$ cat src/design/tsl_pkg.sv
// Shared constants and carriers of the temperature sensor register bank
package tsl_pkg;
  // ----------
  // Timing
  // ----------
  localparam int unsigned CLK_PERIOD_NS = 5;
  localparam int unsigned SOFT_RST_MS = 2;
  localparam int unsigned SOFT_RST_CYC =
    (SOFT_RST_MS * 1000000 + CLK_PERIOD_NS - 1) / CLK_PERIOD_NS;
  localparam int unsigned TICK_US = 500;
  localparam int unsigned TICK_CYC = TICK_US * 1000 / CLK_PERIOD_NS;
  localparam int unsigned CYCLE_US [8] = '{15500, 125000, 250000,
    500000, 1000000, 4000000, 8000000, 16000000};
  localparam int unsigned AVG_MIN_US [4] = '{0, 125000, 500000, 1000000};
  localparam int unsigned AVG_CONV [4] = '{1, 8, 32, 64};
  localparam int unsigned NVM_LOAD_CYC = 16;
  localparam int unsigned NVM_PROG_CYC = 1000;
  // ----------
  // Register offsets
  // ----------
  localparam logic [7:0] REG_CFG = 8'h01;
  localparam logic [7:0] REG_HI = 8'h02;
  localparam logic [7:0] REG_LO = 8'h03;
  localparam logic [7:0] REG_UNLOCK = 8'h04;
  localparam logic [7:0] REG_SA = 8'h05;
  localparam logic [7:0] REG_SB = 8'h06;
  // ----------
  // Field positions and masks
  // ----------
  localparam int unsigned CFG_BUSY_BIT = 12;
  localparam int unsigned CFG_MOD_LSB = 10;
  localparam int unsigned CFG_CONV_LSB = 7;
  localparam int unsigned CFG_AVG_LSB = 5;
  localparam int unsigned CFG_SRST_BIT = 1;
  localparam int unsigned UNL_EN_BIT = 15;
  localparam int unsigned UNL_BUSY_BIT = 14;
  localparam logic [15:0] CFG_WMASK = 16'h0FFC;
  localparam logic [15:0] CFG_NVM_MASK = 16'h07FC;
  localparam logic [1:0] MODE_SD = 2'h1;
  localparam logic [1:0] MODE_ALT_CC = 2'h2;
  localparam logic [1:0] MODE_OS = 2'h3;
  // ----------
  // Reset and factory values
  // ----------
  localparam logic [15:0] CFG_RST = 16'h0220;
  localparam logic [15:0] HI_RST = 16'h6000;
  localparam logic [15:0] LO_RST = 16'h8000;
  localparam logic [15:0] UNLOCK_RST = 16'h0000;
  localparam logic [15:0] SA_RST = 16'h5A3C; // Arbitrary unique-id stand-in
  localparam logic [15:0] SB_RST = 16'h0000;
  // ----------
  // Two-wire bus and store word indices
  // ----------
  localparam logic [6:0] GC_ADDR = 7'h00;
  localparam logic [7:0] GC_RESET = 8'h06;
  localparam logic [3:0] BITS_PER_BYTE = 4'h8;
  localparam logic [2:0] NVM_CFG = 3'h0;
  localparam logic [2:0] NVM_HI = 3'h1;
  localparam logic [2:0] NVM_LO = 3'h2;
  localparam logic [2:0] NVM_SA = 3'h3;
  localparam logic [2:0] NVM_SB = 3'h4;
  // ----------
  // Carriers
  // ----------
  typedef struct packed {
    logic [15:0] cfg;
    logic [15:0] hi;
    logic [15:0] lo;
    logic [15:0] sa;
    logic [15:0] sb;
  } tsl_image_s;
  typedef struct packed {
    logic valid;
    logic [2:0] idx;
    logic [15:0] data;
  } tsl_prog_s;
endpackage : tsl_pkg

$ cat src/design/tsl_nvm.sv
// Non-volatile shadow store with busy timing for reload and programming
`timescale 1ns/10ps
`default_nettype none
module tsl_nvm #(
  parameter int unsigned PROG_CYC = tsl_pkg::NVM_PROG_CYC
) (
  input wire logic clk_i, // Core clock
  input wire logic rst_n_i, // Async reset, active low
  input wire logic reload_i, // Pulse: reload image into registers
  input wire tsl_pkg::tsl_prog_s prog_i, // Program request
  output logic busy_o, // Store busy
  output logic load_done_o, // Pulse: image valid for loading
  output tsl_pkg::tsl_image_s image_o // Stored image
);
  logic [31:0] cnt_q;
  logic busy_q;
  logic loading_q;
  logic done_q;
  tsl_pkg::tsl_image_s image_q;

  // ---------------------------------------------------------------
  // Stored words; reset stands in for factory contents
  // ---------------------------------------------------------------
  always_ff @(posedge clk_i or negedge rst_n_i)
  begin
    if (!rst_n_i)
    begin
      image_q <= '{tsl_pkg::CFG_RST, tsl_pkg::HI_RST, tsl_pkg::LO_RST,
                   tsl_pkg::SA_RST, tsl_pkg::SB_RST};
    end
    else if (!busy_q && !reload_i && prog_i.valid)
    begin
      unique case (prog_i.idx)
        tsl_pkg::NVM_CFG: image_q.cfg <= prog_i.data & tsl_pkg::CFG_NVM_MASK;
        tsl_pkg::NVM_HI: image_q.hi <= prog_i.data;
        tsl_pkg::NVM_LO: image_q.lo <= prog_i.data;
        tsl_pkg::NVM_SA: image_q.sa <= prog_i.data;
        default: image_q.sb <= prog_i.data;
      endcase
    end
  end

  // Busy timing: power-up starts in a reload, requests while busy drop
  always_ff @(posedge clk_i or negedge rst_n_i)
  begin
    if (!rst_n_i)
    begin
      busy_q <= 1'b1;
      loading_q <= 1'b1;
      cnt_q <= tsl_pkg::NVM_LOAD_CYC;
      done_q <= 1'b0;
    end
    else
    begin
      done_q <= 1'b0;
      if (busy_q)
      begin
        cnt_q <= cnt_q - 32'h1;
        if (cnt_q <= 32'h1)
        begin
          busy_q <= 1'b0;
          done_q <= loading_q;
          loading_q <= 1'b0;
        end
      end
      else if (reload_i)
      begin
        busy_q <= 1'b1;
        loading_q <= 1'b1;
        cnt_q <= tsl_pkg::NVM_LOAD_CYC;
      end
      else if (prog_i.valid)
      begin
        busy_q <= 1'b1;
        cnt_q <= PROG_CYC;
      end
    end
  end

  assign busy_o = busy_q;
  assign load_done_o = done_q;
  assign image_o = image_q;
endmodule : tsl_nvm
`default_nettype wire

$ cat src/design/tsl_cycle_timer.sv
// Conversion cycle scheduler driven by cycle-time and averaging codes
`timescale 1ns/10ps
`default_nettype none
module tsl_cycle_timer #(
  parameter int unsigned TICK_CYC = tsl_pkg::TICK_CYC
) (
  input wire logic clk_i, // Core clock
  input wire logic rst_n_i, // Async reset, active low
  input wire logic run_i, // Continuous mode active
  input wire logic oneshot_i, // Pulse: single cycle request
  input wire logic [2:0] conv_sel_i, // Cycle-time code
  input wire logic [1:0] avg_sel_i, // Averaging code
  output logic conv_start_o, // Pulse: start of a conversion cycle
  output logic [6:0] avg_count_o // Conversions per result
);
  logic [31:0] tick_q;
  logic [15:0] per_q;
  logic first_q;
  logic start_q;
  logic [6:0] avg_q;
  logic [31:0] sel_us;
  logic [15:0] period;
  logic tick;

  // Averaging floor wins, so a slow average leaves no standby gap
  always_comb
  begin
    sel_us = tsl_pkg::CYCLE_US[conv_sel_i];
    if (tsl_pkg::AVG_MIN_US[avg_sel_i] > sel_us)
    begin
      sel_us = tsl_pkg::AVG_MIN_US[avg_sel_i];
    end
    period = 16'(sel_us / tsl_pkg::TICK_US);
  end

  assign tick = (tick_q >= TICK_CYC - 1);

  // Prescaler and cycle counter; both idle outside continuous mode
  always_ff @(posedge clk_i or negedge rst_n_i)
  begin
    if (!rst_n_i)
    begin
      tick_q <= 32'h0;
      per_q <= 16'h0;
      first_q <= 1'b1;
      start_q <= 1'b0;
      avg_q <= 7'(tsl_pkg::AVG_CONV[tsl_pkg::CFG_RST[6:5]]); // Reset code
    end
    else
    begin
      avg_q <= 7'(tsl_pkg::AVG_CONV[avg_sel_i]);
      start_q <= 1'b0;
      if (!run_i)
      begin
        tick_q <= 32'h0;
        per_q <= 16'h0;
        first_q <= 1'b1;
        start_q <= oneshot_i;
      end
      else if (first_q)
      begin
        first_q <= 1'b0;
        start_q <= 1'b1;
      end
      else
      begin
        tick_q <= tick ? 32'h0 : tick_q + 32'h1;
        if (tick)
        begin
          if (per_q + 16'h1 >= period)
          begin
            per_q <= 16'h0;
            start_q <= 1'b1;
          end
          else
          begin
            per_q <= per_q + 16'h1;
          end
        end
      end
    end
  end

  assign conv_start_o = start_q;
  assign avg_count_o = avg_q;
endmodule : tsl_cycle_timer
`default_nettype wire

$ cat src/design/tsl_sensor_regs.sv
// Two-wire slave and register bank of the temperature sensor
`timescale 1ns/10ps
`default_nettype none
// Functional notes
// - Writing soft reset bit starts 2 ms reset
// - Soft reset bit always reads zero
// - Cycle period from cycle-time and averaging codes
// - Slow averaging removes standby, cycles back-to-back
// - Thresholds signed 16-bit, compared to temperature
// - Upper threshold reloads from store after reset
// - Lower threshold reloads from store after reset
// - Locked writes touch only volatile registers
// - Unlocked writes also program the store
// - Unlock busy bit mirrors configuration busy bit
// - Busy high during programming or reload
// - Scratch word A shadowed in store
// - Scratch preloaded with id; host keeps first
// - Scratch word B behaves like scratch A
// - Averaging code selects 1, 8, 32, 64
module tsl_sensor_regs #(
  parameter logic [6:0] SLAVE_ADDR = 7'h48,
  parameter int unsigned SOFT_RST_CYC = tsl_pkg::SOFT_RST_CYC,
  parameter int unsigned TICK_CYC = tsl_pkg::TICK_CYC,
  parameter int unsigned NVM_PROG_CYC = tsl_pkg::NVM_PROG_CYC
) (
  input wire logic clk_i, // Core clock, 200 MHz
  input wire logic rst_n_i, // Async power-up reset, active low
  input wire logic scl_i, // Bus clock pin level
  input wire logic sda_i, // Bus data pin level
  output logic sda_o, // Bus data drive value, always low
  output logic sda_oen_o, // Bus data enable, low drives the pin
  input wire logic [15:0] temp_i, // Latest temperature result
  output logic above_upper_o, // Temperature above upper threshold
  output logic below_lower_o, // Temperature below lower threshold
  output logic conv_start_o, // Pulse: start a conversion cycle
  output logic [6:0] avg_count_o, // Conversions accumulated per result
  output logic soft_reset_o // Internal soft reset in progress
);
  // ----------
  // Declarations
  // ----------
  typedef enum logic [4:0] {
    ST_IDLE = 5'b00001,
    ST_RX = 5'b00010,
    ST_ACK = 5'b00100,
    ST_TX = 5'b01000,
    ST_MACK = 5'b10000
  } tsl_bus_e;

  tsl_bus_e state_q;
  logic [1:0] scl_sync_q;
  logic [1:0] sda_sync_q;
  logic scl_p_q;
  logic sda_p_q;
  logic scl_rise;
  logic scl_fall;
  logic bus_start;
  logic bus_stop;
  logic [7:0] shift_q;
  logic [3:0] bitcnt_q;
  logic [1:0] byte_no_q;
  logic rw_q;
  logic gc_q;
  logic acked_q;
  logic more_q;
  logic rd_lsb_q;
  logic oen_q;
  logic [7:0] ptr_q;
  logic [7:0] msb_q;
  logic wr_stb;
  logic [15:0] wr_data;
  logic gc_reset;
  logic [15:0] cfg_q;
  logic [15:0] hi_q;
  logic [15:0] lo_q;
  logic unlock_q;
  logic [15:0] sa_q;
  logic [15:0] sb_q;
  logic [15:0] rd_word;
  logic [7:0] tx_byte;
  logic addr_hit;
  logic [31:0] srst_cnt_q;
  logic srst_q;
  logic srst_req;
  logic reload_req;
  logic nvm_busy;
  logic nvm_done;
  logic oneshot_q;
  logic above_q;
  logic below_q;
  tsl_pkg::tsl_image_s image;
  tsl_pkg::tsl_prog_s prog;

  // ----------
  // Pin synchronisers and bus conditions
  // ----------
  // Pins are asynchronous, so both pass two flops before any edge logic
  always_ff @(posedge clk_i or negedge rst_n_i)
  begin
    if (!rst_n_i)
    begin
      scl_sync_q <= 2'h3;
      sda_sync_q <= 2'h3;
      scl_p_q <= 1'b1;
      sda_p_q <= 1'b1;
    end
    else
    begin
      scl_sync_q <= {scl_sync_q[0], scl_i};
      sda_sync_q <= {sda_sync_q[0], sda_i};
      scl_p_q <= scl_sync_q[1];
      sda_p_q <= sda_sync_q[1];
    end
  end

  assign scl_rise = scl_sync_q[1] & ~scl_p_q;
  assign scl_fall = ~scl_sync_q[1] & scl_p_q;
  assign bus_start = scl_sync_q[1] & scl_p_q & sda_p_q & ~sda_sync_q[1];
  assign bus_stop = scl_sync_q[1] & scl_p_q & ~sda_p_q & sda_sync_q[1];
  assign addr_hit = (shift_q[7:1] == SLAVE_ADDR) ||
                    (shift_q[7:1] == tsl_pkg::GC_ADDR && !shift_q[0]);

  // ----------
  // Read multiplexer
  // ----------
  // Alert and data-ready flags live elsewhere and read zero here
  always_comb
  begin
    rd_word = 16'h0000;
    unique case (ptr_q)
      tsl_pkg::REG_CFG:
      begin
        rd_word = cfg_q; // Soft reset bit never stored
        rd_word[tsl_pkg::CFG_BUSY_BIT] = nvm_busy;
        if (cfg_q[11:10] == tsl_pkg::MODE_ALT_CC)
        begin
          rd_word[11:10] = 2'h0; // Alias of continuous mode reads 00
        end
      end
      tsl_pkg::REG_HI: rd_word = hi_q;
      tsl_pkg::REG_LO: rd_word = lo_q;
      tsl_pkg::REG_UNLOCK:
      begin
        rd_word[tsl_pkg::UNL_EN_BIT] = unlock_q;
        rd_word[tsl_pkg::UNL_BUSY_BIT] = nvm_busy;
      end
      tsl_pkg::REG_SA: rd_word = sa_q;
      tsl_pkg::REG_SB: rd_word = sb_q;
      default: rd_word = 16'h0000;
    endcase
    tx_byte = rd_lsb_q ? rd_word[7:0] : rd_word[15:8];
  end

  // ----------
  // Serial engine
  // ----------
  // Data bits change only after a falling clock, so the master samples
  // stable data; start and stop override any state
  always_ff @(posedge clk_i or negedge rst_n_i)
  begin
    if (!rst_n_i)
    begin
      state_q <= ST_IDLE;
      shift_q <= 8'h00;
      bitcnt_q <= 4'h0;
      byte_no_q <= 2'h0;
      rw_q <= 1'b0;
      gc_q <= 1'b0;
      acked_q <= 1'b0;
      more_q <= 1'b0;
      rd_lsb_q <= 1'b0;
      oen_q <= 1'b1;
    end
    else if (bus_stop)
    begin
      state_q <= ST_IDLE;
      oen_q <= 1'b1;
    end
    else if (bus_start)
    begin
      state_q <= ST_RX;
      bitcnt_q <= 4'h0;
      byte_no_q <= 2'h0;
      gc_q <= 1'b0;
      oen_q <= 1'b1;
    end
    else
    begin
      unique case (state_q)
        ST_IDLE: oen_q <= 1'b1;
        ST_RX:
        begin
          if (scl_rise && bitcnt_q < tsl_pkg::BITS_PER_BYTE)
          begin
            shift_q <= {shift_q[6:0], sda_sync_q[1]};
            bitcnt_q <= bitcnt_q + 4'h1;
          end
          else if (scl_fall && bitcnt_q == tsl_pkg::BITS_PER_BYTE)
          begin
            state_q <= ST_ACK;
            acked_q <= (byte_no_q != 2'h0) || addr_hit;
            oen_q <= ~((byte_no_q != 2'h0) || addr_hit);
            if (byte_no_q == 2'h0)
            begin
              rw_q <= shift_q[0];
              gc_q <= (shift_q[7:1] == tsl_pkg::GC_ADDR);
              rd_lsb_q <= 1'b0;
            end
            byte_no_q <= (byte_no_q == 2'h3) ? 2'h2 : byte_no_q + 2'h1;
          end
        end
        ST_ACK:
        begin
          if (scl_fall)
          begin
            bitcnt_q <= 4'h0;
            if (!acked_q)
            begin
              state_q <= ST_IDLE;
              oen_q <= 1'b1;
            end
            else if (rw_q && byte_no_q == 2'h1)
            begin
              state_q <= ST_TX;
              shift_q <= tx_byte;
              oen_q <= tx_byte[7];
            end
            else
            begin
              state_q <= ST_RX;
              oen_q <= 1'b1;
            end
          end
        end
        ST_TX:
        begin
          if (scl_rise)
          begin
            bitcnt_q <= bitcnt_q + 4'h1;
          end
          else if (scl_fall && bitcnt_q == tsl_pkg::BITS_PER_BYTE)
          begin
            state_q <= ST_MACK;
            oen_q <= 1'b1;
            rd_lsb_q <= ~rd_lsb_q;
          end
          else if (scl_fall)
          begin
            shift_q <= {shift_q[6:0], 1'b0};
            oen_q <= shift_q[6];
          end
        end
        ST_MACK:
        begin
          if (scl_rise)
          begin
            more_q <= ~sda_sync_q[1];
          end
          else if (scl_fall && more_q)
          begin
            state_q <= ST_TX;
            bitcnt_q <= 4'h0;
            shift_q <= tx_byte;
            oen_q <= tx_byte[7];
          end
          else if (scl_fall)
          begin
            state_q <= ST_IDLE;
          end
        end
        default: state_q <= ST_IDLE;
      endcase
    end
  end

  // Byte decode: pointer, data bytes and the general-call reset command
  assign wr_stb = (state_q == ST_RX) && scl_fall && !gc_q && !rw_q &&
                  bitcnt_q == tsl_pkg::BITS_PER_BYTE && byte_no_q == 2'h3;
  assign wr_data = {msb_q, shift_q};
  assign gc_reset = (state_q == ST_RX) && scl_fall && gc_q &&
                    bitcnt_q == tsl_pkg::BITS_PER_BYTE &&
                    byte_no_q == 2'h1 && shift_q == tsl_pkg::GC_RESET;

  // Pointer and high data byte capture
  always_ff @(posedge clk_i or negedge rst_n_i)
  begin
    if (!rst_n_i)
    begin
      ptr_q <= 8'h00;
      msb_q <= 8'h00;
    end
    else if (srst_req || gc_reset)
    begin
      ptr_q <= 8'h00;
    end
    else if ((state_q == ST_RX) && scl_fall && !gc_q && !rw_q &&
             bitcnt_q == tsl_pkg::BITS_PER_BYTE)
    begin
      if (byte_no_q == 2'h1)
      begin
        ptr_q <= shift_q;
      end
      else if (byte_no_q == 2'h2)
      begin
        msb_q <= shift_q;
      end
    end
  end

  // ----------
  // Register bank
  // ----------
  // Volatile copies take every write; the store reload overrides them
  always_ff @(posedge clk_i or negedge rst_n_i)
  begin
    if (!rst_n_i)
    begin
      cfg_q <= tsl_pkg::CFG_RST;
      hi_q <= tsl_pkg::HI_RST;
      lo_q <= tsl_pkg::LO_RST;
      sa_q <= tsl_pkg::SA_RST;
      sb_q <= tsl_pkg::SB_RST;
      oneshot_q <= 1'b0;
    end
    else if (nvm_done)
    begin
      cfg_q <= image.cfg & tsl_pkg::CFG_NVM_MASK;
      hi_q <= image.hi;
      lo_q <= image.lo;
      sa_q <= image.sa;
      sb_q <= image.sb;
      oneshot_q <= 1'b0;
    end
    else
    begin
      oneshot_q <= 1'b0;
      if (wr_stb)
      begin
        unique case (ptr_q)
          tsl_pkg::REG_CFG:
          begin
            cfg_q <= wr_data & tsl_pkg::CFG_WMASK;
            oneshot_q <= (wr_data[11:10] == tsl_pkg::MODE_OS);
          end
          tsl_pkg::REG_HI: hi_q <= wr_data;
          tsl_pkg::REG_LO: lo_q <= wr_data;
          tsl_pkg::REG_SA: sa_q <= wr_data;
          tsl_pkg::REG_SB: sb_q <= wr_data;
          default: ;
        endcase
      end
      else if (oneshot_q)
      begin
        cfg_q[11:10] <= tsl_pkg::MODE_SD; // One-shot falls back to shutdown
      end
    end
  end

  // Unlock bit; other bits of that word are not stored
  always_ff @(posedge clk_i or negedge rst_n_i)
  begin
    if (!rst_n_i)
    begin
      unlock_q <= tsl_pkg::UNLOCK_RST[tsl_pkg::UNL_EN_BIT];
    end
    else if (srst_req || gc_reset)
    begin
      unlock_q <= tsl_pkg::UNLOCK_RST[tsl_pkg::UNL_EN_BIT];
    end
    else if (wr_stb && ptr_q == tsl_pkg::REG_UNLOCK)
    begin
      unlock_q <= wr_data[tsl_pkg::UNL_EN_BIT];
    end
  end

  // Program request only while unlocked and only for backed registers
  always_comb
  begin
    prog = '0;
    prog.data = wr_data;
    prog.valid = wr_stb && unlock_q;
    unique case (ptr_q)
      tsl_pkg::REG_CFG: prog.idx = tsl_pkg::NVM_CFG;
      tsl_pkg::REG_HI: prog.idx = tsl_pkg::NVM_HI;
      tsl_pkg::REG_LO: prog.idx = tsl_pkg::NVM_LO;
      tsl_pkg::REG_SA: prog.idx = tsl_pkg::NVM_SA;
      tsl_pkg::REG_SB: prog.idx = tsl_pkg::NVM_SB;
      default: prog.valid = 1'b0;
    endcase
  end

  // ----------
  // Soft reset and reload
  // ----------
  assign srst_req = wr_stb && ptr_q == tsl_pkg::REG_CFG &&
                    wr_data[tsl_pkg::CFG_SRST_BIT];
  assign reload_req = srst_req || gc_reset;

  // Conversions stay halted for the full reset window
  always_ff @(posedge clk_i or negedge rst_n_i)
  begin
    if (!rst_n_i)
    begin
      srst_q <= 1'b0;
      srst_cnt_q <= 32'h0;
    end
    else if (srst_req)
    begin
      srst_q <= 1'b1;
      srst_cnt_q <= SOFT_RST_CYC - 1;
    end
    else if (srst_q)
    begin
      srst_cnt_q <= srst_cnt_q - 32'h1;
      srst_q <= (srst_cnt_q != 32'h0);
    end
  end

  tsl_nvm #(
    .PROG_CYC(NVM_PROG_CYC)
  ) u_nvm (
    .clk_i(clk_i),
    .rst_n_i(rst_n_i),
    .reload_i(reload_req),
    .prog_i(prog),
    .busy_o(nvm_busy),
    .load_done_o(nvm_done),
    .image_o(image)
  );

  tsl_cycle_timer #(
    .TICK_CYC(TICK_CYC)
  ) u_timer (
    .clk_i(clk_i),
    .rst_n_i(rst_n_i),
    .run_i(!srst_q && !cfg_q[10]),
    .oneshot_i(oneshot_q && !srst_q),
    .conv_sel_i(cfg_q[tsl_pkg::CFG_CONV_LSB +: 3]),
    .avg_sel_i(cfg_q[tsl_pkg::CFG_AVG_LSB +: 2]),
    .conv_start_o(conv_start_o),
    .avg_count_o(avg_count_o)
  );

  // ----------
  // Threshold comparison
  // ----------
  always_ff @(posedge clk_i or negedge rst_n_i)
  begin
    if (!rst_n_i)
    begin
      above_q <= 1'b0;
      below_q <= 1'b0;
    end
    else
    begin
      above_q <= $signed(temp_i) > $signed(hi_q);
      below_q <= $signed(temp_i) < $signed(lo_q);
    end
  end

  assign above_upper_o = above_q;
  assign below_lower_o = below_q;
  assign soft_reset_o = srst_q;
  assign sda_o = 1'b0;
  assign sda_oen_o = oen_q;
endmodule : tsl_sensor_regs
`default_nettype wire

$ cat config.mk
export PLATFORM = sky130hd
export DESIGN_NAME = tsl_sensor_regs
export DESIGN_NICKNAME = d
export VERILOG_FILES = /design/src/design/tsl_pkg.sv /design/src/design/tsl_nvm.sv /design/src/design/tsl_cycle_timer.sv /design/src/design/tsl_sensor_regs.sv
export SDC_FILE = /design/constraint.sdc
export NUM_CORES = 1
export LEC_CHECK = 0
export BUFFER_PORTS_ARGS = -buffer_cell sky130_fd_sc_hd__buf_2
export CAP_MARGIN = 30
export CELL_PAD_IN_SITES_DETAIL_PLACEMENT = 0
export CELL_PAD_IN_SITES_GLOBAL_PLACEMENT = 2
export CORE_MARGIN = 1
export CORE_UTILIZATION = 41
export CTS_BUF_LIST = sky130_fd_sc_hd__clkbuf_16
export DETAILED_ROUTE_END_ITERATION = 10
export GPL_TIMING_DRIVEN = 0
export MAX_ROUTING_LAYER = met4
export PLACE_DENSITY_LB_ADDON = 0.1
export SLEW_MARGIN = 40
export SYNTH_ARGS = -nofsm -noshare
export SYNTH_HDL_FRONTEND = slang
export SYNTH_SLANG_ARGS = --single-unit
$ cat constraint.sdc
create_clock -name clk_i -period 18.7 [get_ports clk_i]
set_clock_uncertainty 0.15 [all_clocks]
set_input_delay 1.87 -clock clk_i [delete_from_list [all_inputs] [get_ports clk_i]]
set_output_delay 1.87 -clock clk_i [all_outputs]
set_load 0.03 [all_outputs]
==> results, run 1 <==
- CTS placed an instance of sky130_fd_sc_hd__clkbuf_16 at the clock tree root.
- Setup repair after global routing left no endpoint under its margin.
- The synthesized netlist devotes under 10% of its cell area to adder and majority cells.
- The number of endpoints failing setup at the final stage is 0.
- Clock-pin slew was measured on the worst setup and hold paths at approximately 0.060 ns.
- After clock tree synthesis, the setup repair step added 0 buffers.
- The count of nets left with antenna violations after detail routing is 0.
- The number of top-level design ports is 33.
- By area, the combinational part of the netlist is dominated by compound AO/OA/AOI/OAI gates.
- The share of synthesized cell area in and, or, nand and nor gates is 20.0%.
- The via count of the first global-routing pass came to roughly 18000.
- The final count of hold timing violations is 0.
- The net total in the final layout is roughly 2500.
- After clock tree synthesis, the repair step resized 0 gates.
- In the synthesized netlist the dominant register cell turns out to be sky130_fd_sc_hd__dfrtp_1.
- The pin count of the biggest net entering global routing is slightly above 70.
- The global routing usage summed across all routing layers is roughly 25%.
- The ratio of cells with drive above 1 in the final layout is 12.7%.
- Counting the buffers created by CTS gives 39.
- The worst path uses between 80% and 90% of the clock period.
- After routing the design area is between 20000 and 25000 sq um.
- The number of buffers inserted by port buffering is 28.
- The final global-route overflow total is 0.
- After detailed routing, the number of vias per cell comes to between 5 and 6.
- Each instance of the synthesized netlist takes up on average 8.92 sq um.
- The tool flagged a number of max-cap violations equal to 0.
- The power density over the cells is ~60 nW/um^2.
- The worst-case vdd ir drop is around 52 uV.
- From bottom edge to top edge, the die measures 229 um.
- The summed instance area of the synthesized netlist is approximately 21000 sq um.
- The maximum frequency from static timing analysis is a little over 60 MHz.
- At the later pin of the worst-skew pair, clock insertion delay measures between 0.5 and 0.6 ns.
- The capturing element type of the critical path is a flop.
- For this run, the slowest stage of the critical path takes 0.64 ns.
- The share of flip-flops with an asynchronous set or reset is 100%.
- At the end of routability-driven placement, the weighted congestion stood at approximately 0.9.
- The total number of yosys warnings is 0.
- The count of routing violations after the opening detailed-route iteration is 1400.
- The category of the most critical setup path is reg -> reg.
- The smallest clock period supported by the final layout is computed as between 15 and 20 ns.
- The horizontal extent of the die is around 230 um.
- The cell that appears most often on the critical path is sky130_fd_sc_hd__a21oi_1.
- After routing, the total negative slack on setup checks comes to 0 ns.
- The wire length of the first global-routing pass is slightly above 100 mm.
- The starting utilization of the core area is between 40% and 50%.
- The first detailed-routing pass ran for 6 iterations.
- The number of antenna diodes in the final layout is 0.
- The flow ran to the end, and the final reports show no timing, DRC or antenna violations.
- The number of max-slew violations in the final report is 0.
- The netlist uses around 120 different library cells.
- The TritonCTS clock tree is built.
- The number of standard cells in the layout, taps in and fillers out is ~3100.
- The minimum setup slack in the final design is approximately 2.5 ns.
- In the routed design, unresolved DRC markers number 0.
- After synthesis, the share of cell area in mux cells is roughly a tenth.
- The reported leakage power is 10.3 nW.
- The die area is 52400 sq um.
- The critical path contains buffers and inverters numbering 5 combined.
- The min-delay analysis places its worst path in the category reg -> reg.
- The post-synthesis sequential element count is 320.
- The tightest hold path in the finished design has a slack of slightly above 0.2 ns.
- For this design, the sink count on the clock tree is 320.
- The wire length after detailed routing is roughly 64 mm.
- The cell total after placement is between 3000 and 4000.
- The cell count after synthesis came out at ~2400.
- For this run, the register share of the synthesized area comes to 38.1%.
- Grouping stages by cell kind, the critical path spends the most delay in compound AO/OA/AOI/OAI gates.
- The max-slew headroom at the worst pin is a little over two fifths.
- The arrival time reported for the critical path endpoint is roughly 17 ns.
- Compared with the post-synthesis result, the final layout area differs by 11.2%.
- At the placement stage, the worst setup path has a slack of approximately 2.7 ns.
- The total of hold buffers inserted after clock tree synthesis is 0.
- On the critical path, the stage with the largest delay is an instance of sky130_fd_sc_hd__a211oi_1.
- In this run the number of H-tree levels came out at 2.
- Of the total synthesized cell area, the portion taken by XOR and XNOR cells is roughly 4%.
- The HPWL reported at the end of detailed placement is around 47 mm.
- At the pin with the least slew margin, the transition time is roughly 0.86 ns.
- The worst-path maximum fanout is 10.
- The compound-gate portion of the synthesized area is between 20% and 30%.
- The detailed-route wire length per cell is between 20 and 25 um.
- At the worst endpoint, the required time is 19.03 ns.
- The region available for standard cell placement spans 50500 sq um.
- The post-detailed-placement cell area is roughly 22000 sq um.
- The worst setup path is launched from a flop.
- After floorplanning, the core was divided into 82 placement rows.
- The initial antenna violation count is 1.
- The number of buffers between clock root and the deepest sink is 3.
- The synthesized design contains 0 enable-type register cells.
- The routed layout has 18300 vias.
[state kept, by name, indices dropped and copies added (netlist names), 2 cells and up]
| name | flops |
|---|---|
| u_nvm.image_o | 73 |
| srst_cnt_q | 32 |
| u_nvm.cnt_q | 32 |
| u_timer.tick_q | 32 |
| hi_q | 16 |
| lo_q | 16 |
| sa_q | 16 |
| sb_q | 16 |
| u_timer.per_q | 16 |
| cfg_q | 10 |
| msb_q | 8 |
| ptr_q | 8 |
| shift_q | 8 |
| state_q | 5 |
| bitcnt_q | 4 |
| u_timer.avg_count_o | 4 |
| byte_no_q | 2 |
| scl_sync_q | 2 |
| sda_sync_q | 2 |
[routing by layer]
layer | global-route usage, % | vias to the layer above | share of wire, % | routed length, um
met4 | 5.77 | 0 | 1.7 | 1120
met2 | 37.0 | 389 | 44 | 28000
met1 | 36.6 | 9028 | 50 | 31900
li1 | - | 8801 | - | -
met5 | - | - | 0 | 0
met3 | 2.80 | 78 | 4.4 | 2780
[cell usage in the layout, fill, tap and decap left out, types with 10 or more instances in the layout]
cell type / instances
sky130_fd_sc_hd__dfrtp_1: 281
sky130_fd_sc_hd__nand2_1: 279
sky130_fd_sc_hd__o21ai_0: 208
sky130_fd_sc_hd__nor2_1: 197
sky130_fd_sc_hd__a21oi_1: 124
sky130_fd_sc_hd__mux2i_1: 103
sky130_fd_sc_hd__clkbuf_1: 91
sky130_fd_sc_hd__mux2_2: 81
sky130_fd_sc_hd__nand3_1: 80
sky130_fd_sc_hd__ha_1: 78
sky130_fd_sc_hd__inv_1: 74
sky130_fd_sc_hd__nor3_1: 57
sky130_fd_sc_hd__xnor2_1: 56
sky130_fd_sc_hd__dfstp_2: 39
sky130_fd_sc_hd__clkbuf_16: 39
sky130_fd_sc_hd__buf_2: 36
sky130_fd_sc_hd__nand4_1: 33
sky130_fd_sc_hd__and3_1: 32
sky130_fd_sc_hd__xor2_1: 30
sky130_fd_sc_hd__nand2b_1: 29
sky130_fd_sc_hd__nor4_1: 28
sky130_fd_sc_hd__or3_1: 25
sky130_fd_sc_hd__a31oi_1: 24
sky130_fd_sc_hd__a211oi_1: 24
sky130_fd_sc_hd__and2_1: 22
sky130_fd_sc_hd__a32o_1: 20
sky130_fd_sc_hd__nor2b_1: 19
sky130_fd_sc_hd__a21o_1: 19
sky130_fd_sc_hd__o21ai_1: 17
sky130_fd_sc_hd__o211ai_1: 17
sky130_fd_sc_hd__o21a_1: 13
sky130_fd_sc_hd__o31ai_1: 13
sky130_fd_sc_hd__o22ai_1: 12
sky130_fd_sc_hd__a221oi_1: 11
sky130_fd_sc_hd__clkinv_1: 11
sky130_fd_sc_hd__or4_1: 10
[worst paths after layout]
kind                                         startpoint                           end  slack [ns]  cells past startpoint
worst max-delay path               cfg_q[9]$_DFFE_PN1P_  u_timer.per_q[6]$_DFFE_PN0P_        2.47                     61
worst min-delay path            scl_sync_q[0]$_DFF_PN1_       scl_sync_q[1]$_DFF_PN1_        0.20                      0
worst max register to register     cfg_q[9]$_DFFE_PN1P_  u_timer.per_q[6]$_DFFE_PN0P_        2.47                     61
worst min register to register  scl_sync_q[0]$_DFF_PN1_       scl_sync_q[1]$_DFF_PN1_        0.20                      0
max in group asynchronous                       rst_n_i          lo_q[15]$_DFFE_PN1P_       16.05                      4
min in group asynchronous                       rst_n_i   u_nvm.cnt_q[13]$_DFFE_PN0P_        1.03                      1
[kinds of logic (layout without fill, tap and decap cells)]
kind of cell | Yosys count | after routing
adders and majority gates | 78 | 78
DFF | 320 | 320
muxes | 187 | 187
xor gates and xnor gates | 90 | 90
other | 1 | 4
buffers and inverters | 188 | 291
AOI/OAI and AO/OA | 632 | 632
and+or+nand+nor | 872 | 872
[through the flow]
step | power [mW] | util (%)
finish | 1.44 | 46.5
detailed placement | 0.743 | 44.2
floorplan | 0.718 | -
global route | 1.49 | 46.5
CTS | 1.46 | 46.5
global placement | 0.738 | 43.8
[power by group]
part | switching [mW] | internal (mW) | total (mW)
Combinational | 0.0239 | 0.0103 | 0.0341
Sequential | 0.000825 | 0.695 | 0.695
Clock | 0.307 | 0.406 | 0.713
[final cells by class]
type,count,area [sq um]
Timing Repair Buffer,34,299
Fill cell,5013,27000
Multi-Input combinational cell,1863,12300
Clock buffer,39,976
Clock inverter,30,198
Sequential cell,320,8060
Buffer,117,498
Inverter,71,272
Tap cell,672,841
[cells in the mapped netlist (24+ instances only)]
cell | count | share of area (%)
sky130_fd_sc_hd__and3_1 | 32 | 0.95
sky130_fd_sc_hd__ha_1 | 78 | 4.6
sky130_fd_sc_hd__nand2_1 | 279 | 5.0
sky130_fd_sc_hd__mux2i_1 | 103 | 4.9
sky130_fd_sc_hd__xor2_1 | 30 | 1.2
sky130_fd_sc_hd__nand2b_1 | 29 | 0.86
sky130_fd_sc_hd__a31oi_1 | 24 | 0.71
sky130_fd_sc_hd__or3_1 | 25 | 0.74
sky130_fd_sc_hd__nor4_1 | 30 | 0.89
sky130_fd_sc_hd__xnor2_1 | 56 | 2.3
sky130_fd_sc_hd__nand3_1 | 80 | 1.9
sky130_fd_sc_hd__nor3_1 | 58 | 1.4
sky130_fd_sc_hd__a21oi_1 | 124 | 2.9
sky130_fd_sc_hd__nor2_1 | 197 | 3.5
sky130_fd_sc_hd__dfstp_2 | 39 | 4.9
sky130_fd_sc_hd__mux2_2 | 81 | 4.3
sky130_fd_sc_hd__dfrtp_1 | 281 | 33
sky130_fd_sc_hd__nand4_1 | 33 | 0.98
sky130_fd_sc_hd__a211oi_1 | 24 | 0.85
sky130_fd_sc_hd__inv_1 | 65 | 1.2
sky130_fd_sc_hd__o21ai_0 | 210 | 5.0
sky130_fd_sc_hd__clkbuf_1 | 93 | 1.7
(Power assumes the default switching activity.)
==> run 2, diff against run 1 <==
- ABC_AREA: default -> 1
- CORE_UTILIZATION: 41 -> 38
==> run 2 against run 1 <==
  * Power rose by 12%
  * First-iteration DRC count fell by 11%
  * Cell count up 10%
  * Register-to-register slack better by 3.5 ns
  * Final area decreased by 3.3%
  * Sequential power increased by 5.3%
  * Largest power group unchanged
==> results, run 2 <==
- Run status: complete, no violations (unchanged).
- The worst-case vdd ir drop was 64.1 uV (was 52.1 uV).
- The final count of hold timing violations is 0 (unchanged).
- The end-of-flow core utilization was 43.1% (was 46.5%).
- The count of max-cap constraint violations came to 0 (unchanged).
- The placeable core region came to 52700 sq um (was 50500 sq um).
- The biggest area consumer among synthesized cells was sky130_fd_sc_hd__dfrtp_1 (unchanged).
- The reg-to-reg startpoint is cfg_q[8]$_DFFE_PN0P_ (was cfg_q[9]$_DFFE_PN1P_).
- The number of top-level design ports is 33 (unchanged).
- The maximum frequency from static timing analysis is 78.8 MHz (was 61.6 MHz).
- The minimum clock period after layout is 12.69 ns (was 16.23 ns).
- The global routing usage summed across all routing layers is 23.4% (was 25.1%).
- The worst-skew pair later-pin latency is 0.57 ns (was 0.56 ns).
- The starting utilization of the core area was 38.5% (was 41.9%).
- The power density over the cells came to 71.4 nW/um^2 (was 61.4 nW/um^2).
- The arrival time reported for the critical path endpoint was 13.00 ns (was 16.55 ns).
- The most common cell after layout, fill and taps aside is sky130_fd_sc_hd__nand2_1 (was sky130_fd_sc_hd__dfrtp_1).
- The cell seen most often among critical-path stages is sky130_fd_sc_hd__nand2_1 (was sky130_fd_sc_hd__a21oi_1).
- The endpoint of the lowest-slack register-to-register path is u_timer.per_q[4]$_DFFE_PN0P_ (was u_timer.per_q[6]$_DFFE_PN0P_).
- The overall power is 1.62 mW (was 1.44 mW).
- The final global-route overflow total was 0 (unchanged).
- The worst min-delay path category is reg -> reg (unchanged).
- The number of flip-flops under the largest register name is 73 (unchanged).
- The count of routing violations after the opening detailed-route iteration is 1245 (was 1400).
- The H-tree depth is 2 (unchanged).
- The post-CTS resize count came to 0 (unchanged).
- The end point of the worst hold path is sda_sync_q[1]$_DFF_PN1_ (was scl_sync_q[1]$_DFF_PN1_).
- The wire length of the first global-routing pass is 96.9 mm (was 102 mm).
- The first element of the critical path is cfg_q[8]$_DFFE_PN0P_ (was cfg_q[9]$_DFFE_PN1P_).
- The number of buffers inserted by port buffering came to 28 (unchanged).
- The initial antenna violation count came to 0 (was 1).
- The summed instance area of the synthesized netlist is 20300 sq um (was 21100 sq um).
- The number of buffers between clock root and the deepest sink was 3 (unchanged).
- The number of clock buffers inserted by TritonCTS is 40 (was 39).
- The category of the most critical setup path is reg -> reg (unchanged).
- The total of hold buffers inserted after clock tree synthesis is 0 (unchanged).
- The die area is 54200 sq um (was 52400 sq um).
- The post-route clock period utilization came to 67.9% (was 86.8%).
- RSZ-0062 raised after global routing: false (unchanged).
- The remaining design rule violation count is 0 (unchanged).
- The transition time at the pin with the least slew margin came to 0.842 ns (was 0.861 ns).
- The startpoint class of the critical path is a flop (unchanged).
- The horizontal extent of the die came to 233 um (was 229 um).
- The share of synthesized area occupied by flip-flops and latches is 39.8% (was 38.1%).
- The count of nets left with antenna violations after detail routing came to 0 (unchanged).
- The portion of synthesized cell area occupied by the leading cell type came to 34.7% (was 33.3%).
- The post-synthesis sequential element count is 320 (unchanged).
- The maximum single-stage delay on the critical path was 0.50 ns (was 0.64 ns).
- The number of sinks driven by the clock tree is 320 (unchanged).
- Top library cells by usage in the layout, fill and taps aside: sky130_fd_sc_hd__nand2_1, sky130_fd_sc_hd__inv_1, sky130_fd_sc_hd__dfrtp_1 (was sky130_fd_sc_hd__dfrtp_1, sky130_fd_sc_hd__nand2_1, sky130_fd_sc_hd__o21ai_0).
- The setup slack of the most critical reg-to-reg path is 6.01 ns (was 2.47 ns).
- The HPWL reported at the end of detailed placement was 47.2 mm (was 47.1 mm).
- The share of flip-flops with an asynchronous set or reset is 100% (unchanged).
- The total inserted antenna cells is 0 (unchanged).
- The wire length after detailed routing came to 60.8 mm (was 63.8 mm).
- The startpoint of the lowest-slack hold path was sda_sync_q[0]$_DFF_PN1_ (was scl_sync_q[0]$_DFF_PN1_).
- Most area-consuming cells after synthesis: sky130_fd_sc_hd__dfrtp_1, sky130_fd_sc_hd__nand2_1, sky130_fd_sc_hd__inv_1 (was sky130_fd_sc_hd__dfrtp_1, sky130_fd_sc_hd__o21ai_0, sky130_fd_sc_hd__nand2_1).
- The height of the die is 233 um (was 229 um).
- The required time at the worst-slack endpoint was 19.01 ns (was 19.03 ns).
- The number of endpoints failing setup at the final stage is 0 (unchanged).
- The last weighted congestion value of the routability-driven placer is 0.879 (was 0.887).
- The clock-pin transition on the worst setup and hold timing paths is 0.06 ns (about the same).
- The via count of the first global-routing pass came to 17300 (was 17800).
- The count of flip-flops with a built-in enable after synthesis is 0 (unchanged).
- The depth of the worst register-to-register path is 92 (was 61).
- Commonest cells in the netlist: sky130_fd_sc_hd__nand2_1, sky130_fd_sc_hd__inv_1, sky130_fd_sc_hd__dfrtp_1, sky130_fd_sc_hd__nor2_1, sky130_fd_sc_hd__o21ai_0 (was sky130_fd_sc_hd__dfrtp_1, sky130_fd_sc_hd__nand2_1, sky130_fd_sc_hd__o21ai_0, sky130_fd_sc_hd__nor2_1, sky130_fd_sc_hd__a21oi_1).
- The via count is 17800 (was 18300).
- The ratio of cells with drive above 1 in the final layout was 12.9% (was 12.7%).
- The layout overhead on the synthesized area was 12.1% (was 11.2%).
- The max-slew headroom at the worst pin is 43.3% (was 42.6%).
- The pin count of the biggest net entering global routing came to 74 (was 72).
- The final setup TNS is 0 ns (unchanged).
- The cell count after synthesis is 2677 (was 2368).
- The cell with the most instances after synthesis is sky130_fd_sc_hd__nand2_1 (was sky130_fd_sc_hd__dfrtp_1).
- The cell with the largest stage delay on the worst path was sky130_fd_sc_hd__a2111oi_2 (was sky130_fd_sc_hd__a211oi_1).
- The capturing element type of the critical path was a flop (unchanged).
- The worst hold path cell count came to 0 (unchanged).
- The reported leakage power was 10.9 nW (was 10.3 nW).
- The TritonCTS clock tree is built (unchanged).
- The net total in the final layout was 2853 (was 2544).
- The clock root buffer is sky130_fd_sc_hd__clkbuf_16 (unchanged).
- The count of distinct cell types in the synthesized netlist came to 77 (was 122).
- The row count is 84 (was 82).
- The post-detailed-route via-to-cell ratio is 5.13 (was 5.82).
- The total number of yosys warnings came to 0 (unchanged).
- The number of detailed-routing iterations run before antenna repair came to 5 (was 6).
- The dominant synthesized flop cell is sky130_fd_sc_hd__dfrtp_1 (unchanged).
- The synthesized area divided by synthesized cell count is 7.57 sq um (was 8.92 sq um).
- The post-CTS setup buffer count is 0 (unchanged).
- The detailed-route wire length per cell was 17.5 um (was 20.3 um).
- The worst-path maximum fanout is 10 (unchanged).
- The number of max-slew violations in the final report is 0 (unchanged).
-- run 2: changes by cell type after synthesis, moves of 46 or more --
| cell | delta |
|---|---|
| sky130_fd_sc_hd__nor2_1 | +77 |
| sky130_fd_sc_hd__nand2_1 | +292 |
| sky130_fd_sc_hd__nand3_1 | +82 |
| sky130_fd_sc_hd__nand2_2 | +67 |
| sky130_fd_sc_hd__mux2_2 | -81 |
| sky130_fd_sc_hd__mux2i_1 | -101 |
| sky130_fd_sc_hd__a21oi_1 | -53 |
| sky130_fd_sc_hd__inv_1 | +304 |
| sky130_fd_sc_hd__o211ai_1 | +60 |
| sky130_fd_sc_hd__xnor2_1 | -48 |
| sky130_fd_sc_hd__clkbuf_1 | -46 |
-- run 2: cell type report --
class,instances,area [sq um]
Buffer,61,267
Clock inverter,32,279
Multi-Input combinational cell,1894,10400
Clock buffer,40,1000
Sequential cell,320,8060
Fill cell,5490,29900
Inverter,405,1540
Timing Repair Buffer,33,265
Tap cell,688,861
-- run 2: routing by layer --
metal / part of all wire [%] / track usage [%] / up-vias / wire length, um
li1: - / - / 8971 / -
met3: 4.4 / 2.84 / 81 / 2650
met2: 45 / 36.0 / 342 / 27400
met4: 2.1 / 6.09 / 0 / 1260
met1: 48 / 32.6 / 8424 / 29500
met5: 0 / - / - / 0
-- run 2: cell families (layout without fill, tap and decap cells) --
logic type	after synthesis	after routing	synth area share (%)
other	1	4	0.0185
muxes	2	2	0.0988
buffers and inverters	466	571	8.91
and+or+nand+nor	1290	1290	29.6
DFF	320	320	39.8
adders and majority gates	78	78	4.82
AOI/OAI and AO/OA	477	477	14.8
xor gates and xnor gates	43	43	1.95
-- run 2: power breakdown --
group	leakage, nW	switching, mW	internal (mW)	total, mW
Sequential	4.29	0.0223	0.709	0.732
Clock	0.649	0.316	0.446	0.762
Combinational	5.96	0.101	0.0279	0.129
Total	10.9	0.439	1.18	1.62
-- run 2: how the worst max path moves through the flow --
stage	slack [ns]	end	depth (start not counted)
after global placement	4.90	u_timer.per_q[7]$_DFFE_PN0P_	90
after CTS	5.73	u_timer.per_q[4]$_DFFE_PN0P_	90
after global routing	4.29	u_timer.per_q[8]$_DFFE_PN0P_	92
after floorplan	8.41	u_timer.per_q[10]$_DFFE_PN0P_	94
final	6.01	u_timer.per_q[4]$_DFFE_PN0P_	92
after detailed placement	5.78	u_timer.per_q[4]$_DFFE_PN0P_	92
-- run 2: through the flow --
stage	cells	hold slack, ns	setup WS [ns]	cell area, sq um
floorplan	2680	0.195	8.41	20300
finish	3473	0.208	6.01	22700
detailed placement	3401	0.200	5.78	21400
global placement	3396	0.199	4.90	21300
global route	3473	0.215	4.29	22700
CTS	3473	0.210	5.73	22700
-- run 2: critical path: cells and delay by family, from the launching register on --
family | cells | cell delay [ns]
and+or+nand+nor | 58 | 6.43
adders and majority gates | 3 | 0.80
AOI/OAI and AO/OA | 18 | 3.15
buffers and inverters | 13 | 1.52
DFF | 1 | 0.47
==> run 3, diff against run 2 <==
- clock period: 18.7 -> 12.6 ns (I/O delays scaled with it)
==> run 3 against run 2 <==
  * Sequential cell count stayed put
  * Power is 48% higher
  * Register-to-register slack worse by 5.2 ns
  * Die area stayed put
  * Global-route usage hardly changed
  * First-iteration DRC count is 4.6% lower
  * Highest routed layer unchanged
  * Largest power group unchanged
==> results, run 3 (synthesized netlist as in run 2, its figures left out) <==
- Run status: complete, no violations (unchanged).
- The final count of hold timing violations is 0 (unchanged).
- The height of the die is 233 um (unchanged).
- The number of max-slew violations in the final report is 0 (unchanged).
- The worst hold slack was 0.208 ns (about the same).
- The total inserted antenna cells is 0 (unchanged).
- The number of clock buffers inserted by TritonCTS is 40 (unchanged).
- The cell with the largest stage delay on the worst path is sky130_fd_sc_hd__a2111oi_4 (was sky130_fd_sc_hd__a2111oi_2).
- The category of the most critical setup path is reg -> reg (unchanged).
- The clock-pin transition on the worst setup and hold timing paths is 0.06 ns (about the same).
- The wire length after detailed routing is 61.6 mm (was 60.8 mm).
- The HPWL reported at the end of detailed placement is 47.2 mm (unchanged).
- The setup slack of the most critical reg-to-reg path is 0.81 ns (was 6.01 ns).
- The starting utilization of the core area is 38.5% (unchanged).
- The worst-case vdd ir drop came to 95.1 uV (was 64.1 uV).
- The final global-route overflow total was 0 (unchanged).
- The number of top-level design ports came to 33 (unchanged).
- The minimum clock period after layout is 11.79 ns (was 12.69 ns).
- The final setup TNS was 0 ns (unchanged).
- The via count came to 18100 (was 17800).
- The startpoint class of the critical path is a flop (unchanged).
- The row count is 84 (unchanged).
- The total of hold buffers inserted after clock tree synthesis is 0 (unchanged).
- The worst-skew pair later-pin latency is 0.58 ns (was 0.57 ns).
- The number of detailed-routing iterations run before antenna repair came to 5 (unchanged).
- The number of buffers inserted by port buffering came to 28 (unchanged).
- The power density over the cells is 101 nW/um^2 (was 71.4 nW/um^2).
- The number of sinks driven by the clock tree was 320 (unchanged).
- The max-slew headroom at the worst pin was 41.5% (was 43.3%).
- The capturing element type of the critical path was a flop (unchanged).
- The worst min-delay path category is reg -> reg (unchanged).
- The most common cell after layout, fill and taps aside is sky130_fd_sc_hd__nand2_1 (unchanged).
- The via count of the first global-routing pass came to 17300 (about the same).
- The wire length of the first global-routing pass is 97.0 mm (was 96.9 mm).
- The worst-path maximum fanout was 10 (unchanged).
- The last weighted congestion value of the routability-driven placer is 0.879 (unchanged).
- The initial antenna violation count is 0 (unchanged).
- The number of buffers between clock root and the deepest sink is 3 (unchanged).
- The maximum frequency from static timing analysis is 84.8 MHz (was 78.8 MHz).
- The cell seen most often among critical-path stages is sky130_fd_sc_hd__nand2_4 (was sky130_fd_sc_hd__nand2_1).
- The remaining design rule violation count is 0 (unchanged).
- The post-detailed-route via-to-cell ratio is 5.15 (was 5.13).
- The detailed-route wire length per cell is 17.5 um (about the same).
- The count of max-cap constraint violations is 0 (unchanged).
- The number of endpoints failing setup at the final stage came to 0 (unchanged).
- The placeable core region is 52700 sq um (unchanged).
- The clock root buffer was sky130_fd_sc_hd__clkbuf_16 (unchanged).
- The number of flip-flops under the largest register name came to 73 (unchanged).
- The layout overhead on the synthesized area is 17.2% (was 12.1%).
- The pin count of the biggest net entering global routing is 74 (unchanged).
- The count of routing violations after the opening detailed-route iteration came to 1188 (was 1245).
- Top library cells by usage in the layout, fill and taps aside: sky130_fd_sc_hd__nand2_1, sky130_fd_sc_hd__inv_1, sky130_fd_sc_hd__dfrtp_1 (unchanged).
- The TritonCTS clock tree was built (unchanged).
- The reported leakage power is 11.2 nW (was 10.9 nW).
- The net total in the final layout is 2893 (was 2853).
- The required time at the worst-slack endpoint is 12.92 ns (was 19.01 ns).
- The H-tree depth was 2 (unchanged).
- The overall power is 2.41 mW (was 1.62 mW).
- The global routing usage summed across all routing layers is 23.5% (was 23.4%).
- The die area was 54200 sq um (unchanged).
- The ratio of cells with drive above 1 in the final layout is 17.3% (was 12.9%).
- The count of nets left with antenna violations after detail routing is 0 (unchanged).
- The maximum single-stage delay on the critical path came to 0.49 ns (was 0.50 ns).
- The horizontal extent of the die was 233 um (unchanged).
- The arrival time reported for the critical path endpoint was 12.11 ns (was 13.00 ns).
- The post-route clock period utilization was 93.6% (was 67.9%).
- The transition time at the pin with the least slew margin is 0.868 ns (was 0.842 ns).
[run 3: changes by cell type in the layout (fill, tap and decap cells not counted), sizes merged]
cell    delta
buf       +41
clkbuf     -1
clkinv     +2
inv        -2
[run 3: final timing paths]
kind                                          from                        endpoint  depth (start not counted)
hold reg to reg            sda_sync_q[0]$_DFF_PN1_         sda_sync_q[1]$_DFF_PN1_                          0
min in group asynchronous                  rst_n_i  u_timer.tick_q[26]$_DFFE_PN0P_                          1
setup / recovery              cfg_q[7]$_DFFE_PN0P_   u_timer.per_q[11]$_DFFE_PN0P_                         88
hold / removal             sda_sync_q[0]$_DFF_PN1_         sda_sync_q[1]$_DFF_PN1_                          0
setup reg to reg              cfg_q[7]$_DFFE_PN0P_   u_timer.per_q[11]$_DFFE_PN0P_                         88
max in group asynchronous                  rst_n_i   u_nvm.image_o[30]$_DFFE_PN1P_                          3
[run 3: worst max-delay path, delay by kind of cell, from the launching register on]
kind | cells | cell delay [ns]
AND/OR/NAND/NOR | 51 | 5.53
buffers and inverters | 17 | 1.70
XOR/XNOR | 1 | 0.27
flip-flops | 1 | 0.43
adder cells (fa/ha/maj) | 3 | 0.76
AO/OA/AOI/OAI | 16 | 2.80
[run 3: through the flow]
stage	worst slack (ns)	std cells	util, %	cell area (sq um)
after floorplan	2.31	2680	-	20300
after global placement	-1.20	3396	40.4	21300
after detailed placement	-0.317	3401	40.7	21400
after CTS	0.0655	3473	43.2	22700
after global routing	-0.165	3513	45.1	23700
final	0.811	3513	45.1	23700
[run 3: repair_timing]
| item | 4_1_cts | 5_1_grt |
|---|---|---|
| setup endpoints to repair | 11 | 17 |
| hold endpoints to repair | 0 | 0 |
| resized for setup | 3 | 170 |
| buffers inserted | 0 | 40 |
| pin swaps | 0 | 59 |
[run 3: final cells by class]
type                    instances  area, sq um
multi-input cells            1894        11100
repair buffers                 73          586
well taps                     688          861
clock buffers                  40         1000
fillers                      5405        28900
inverters                     405         1550
flip-flops and latches        320         8060
plain buffers                  61          274
clock inverters                32          279
[run 3: layer usage]
layer / GRT usage (%) / up-vias / share of wire, %
met5: - / - / 0
met4: 6.09 / 0 / 2.1
met3: 2.84 / 82 / 4.0
met2: 36.0 / 327 / 46
met1: 32.6 / 8623 / 48
li1: - / 9055 / -
[run 3: power breakdown]
| part | switching, mW | internal [mW] | total [mW] | leakage (nW) |
|---|---|---|---|---|
| combinational | 0.149 | 0.0415 | 0.190 | 6.31 |
| clock | 0.469 | 0.662 | 1.13 | 0.649 |
| sequential | 0.0329 | 1.05 | 1.09 | 4.29 |
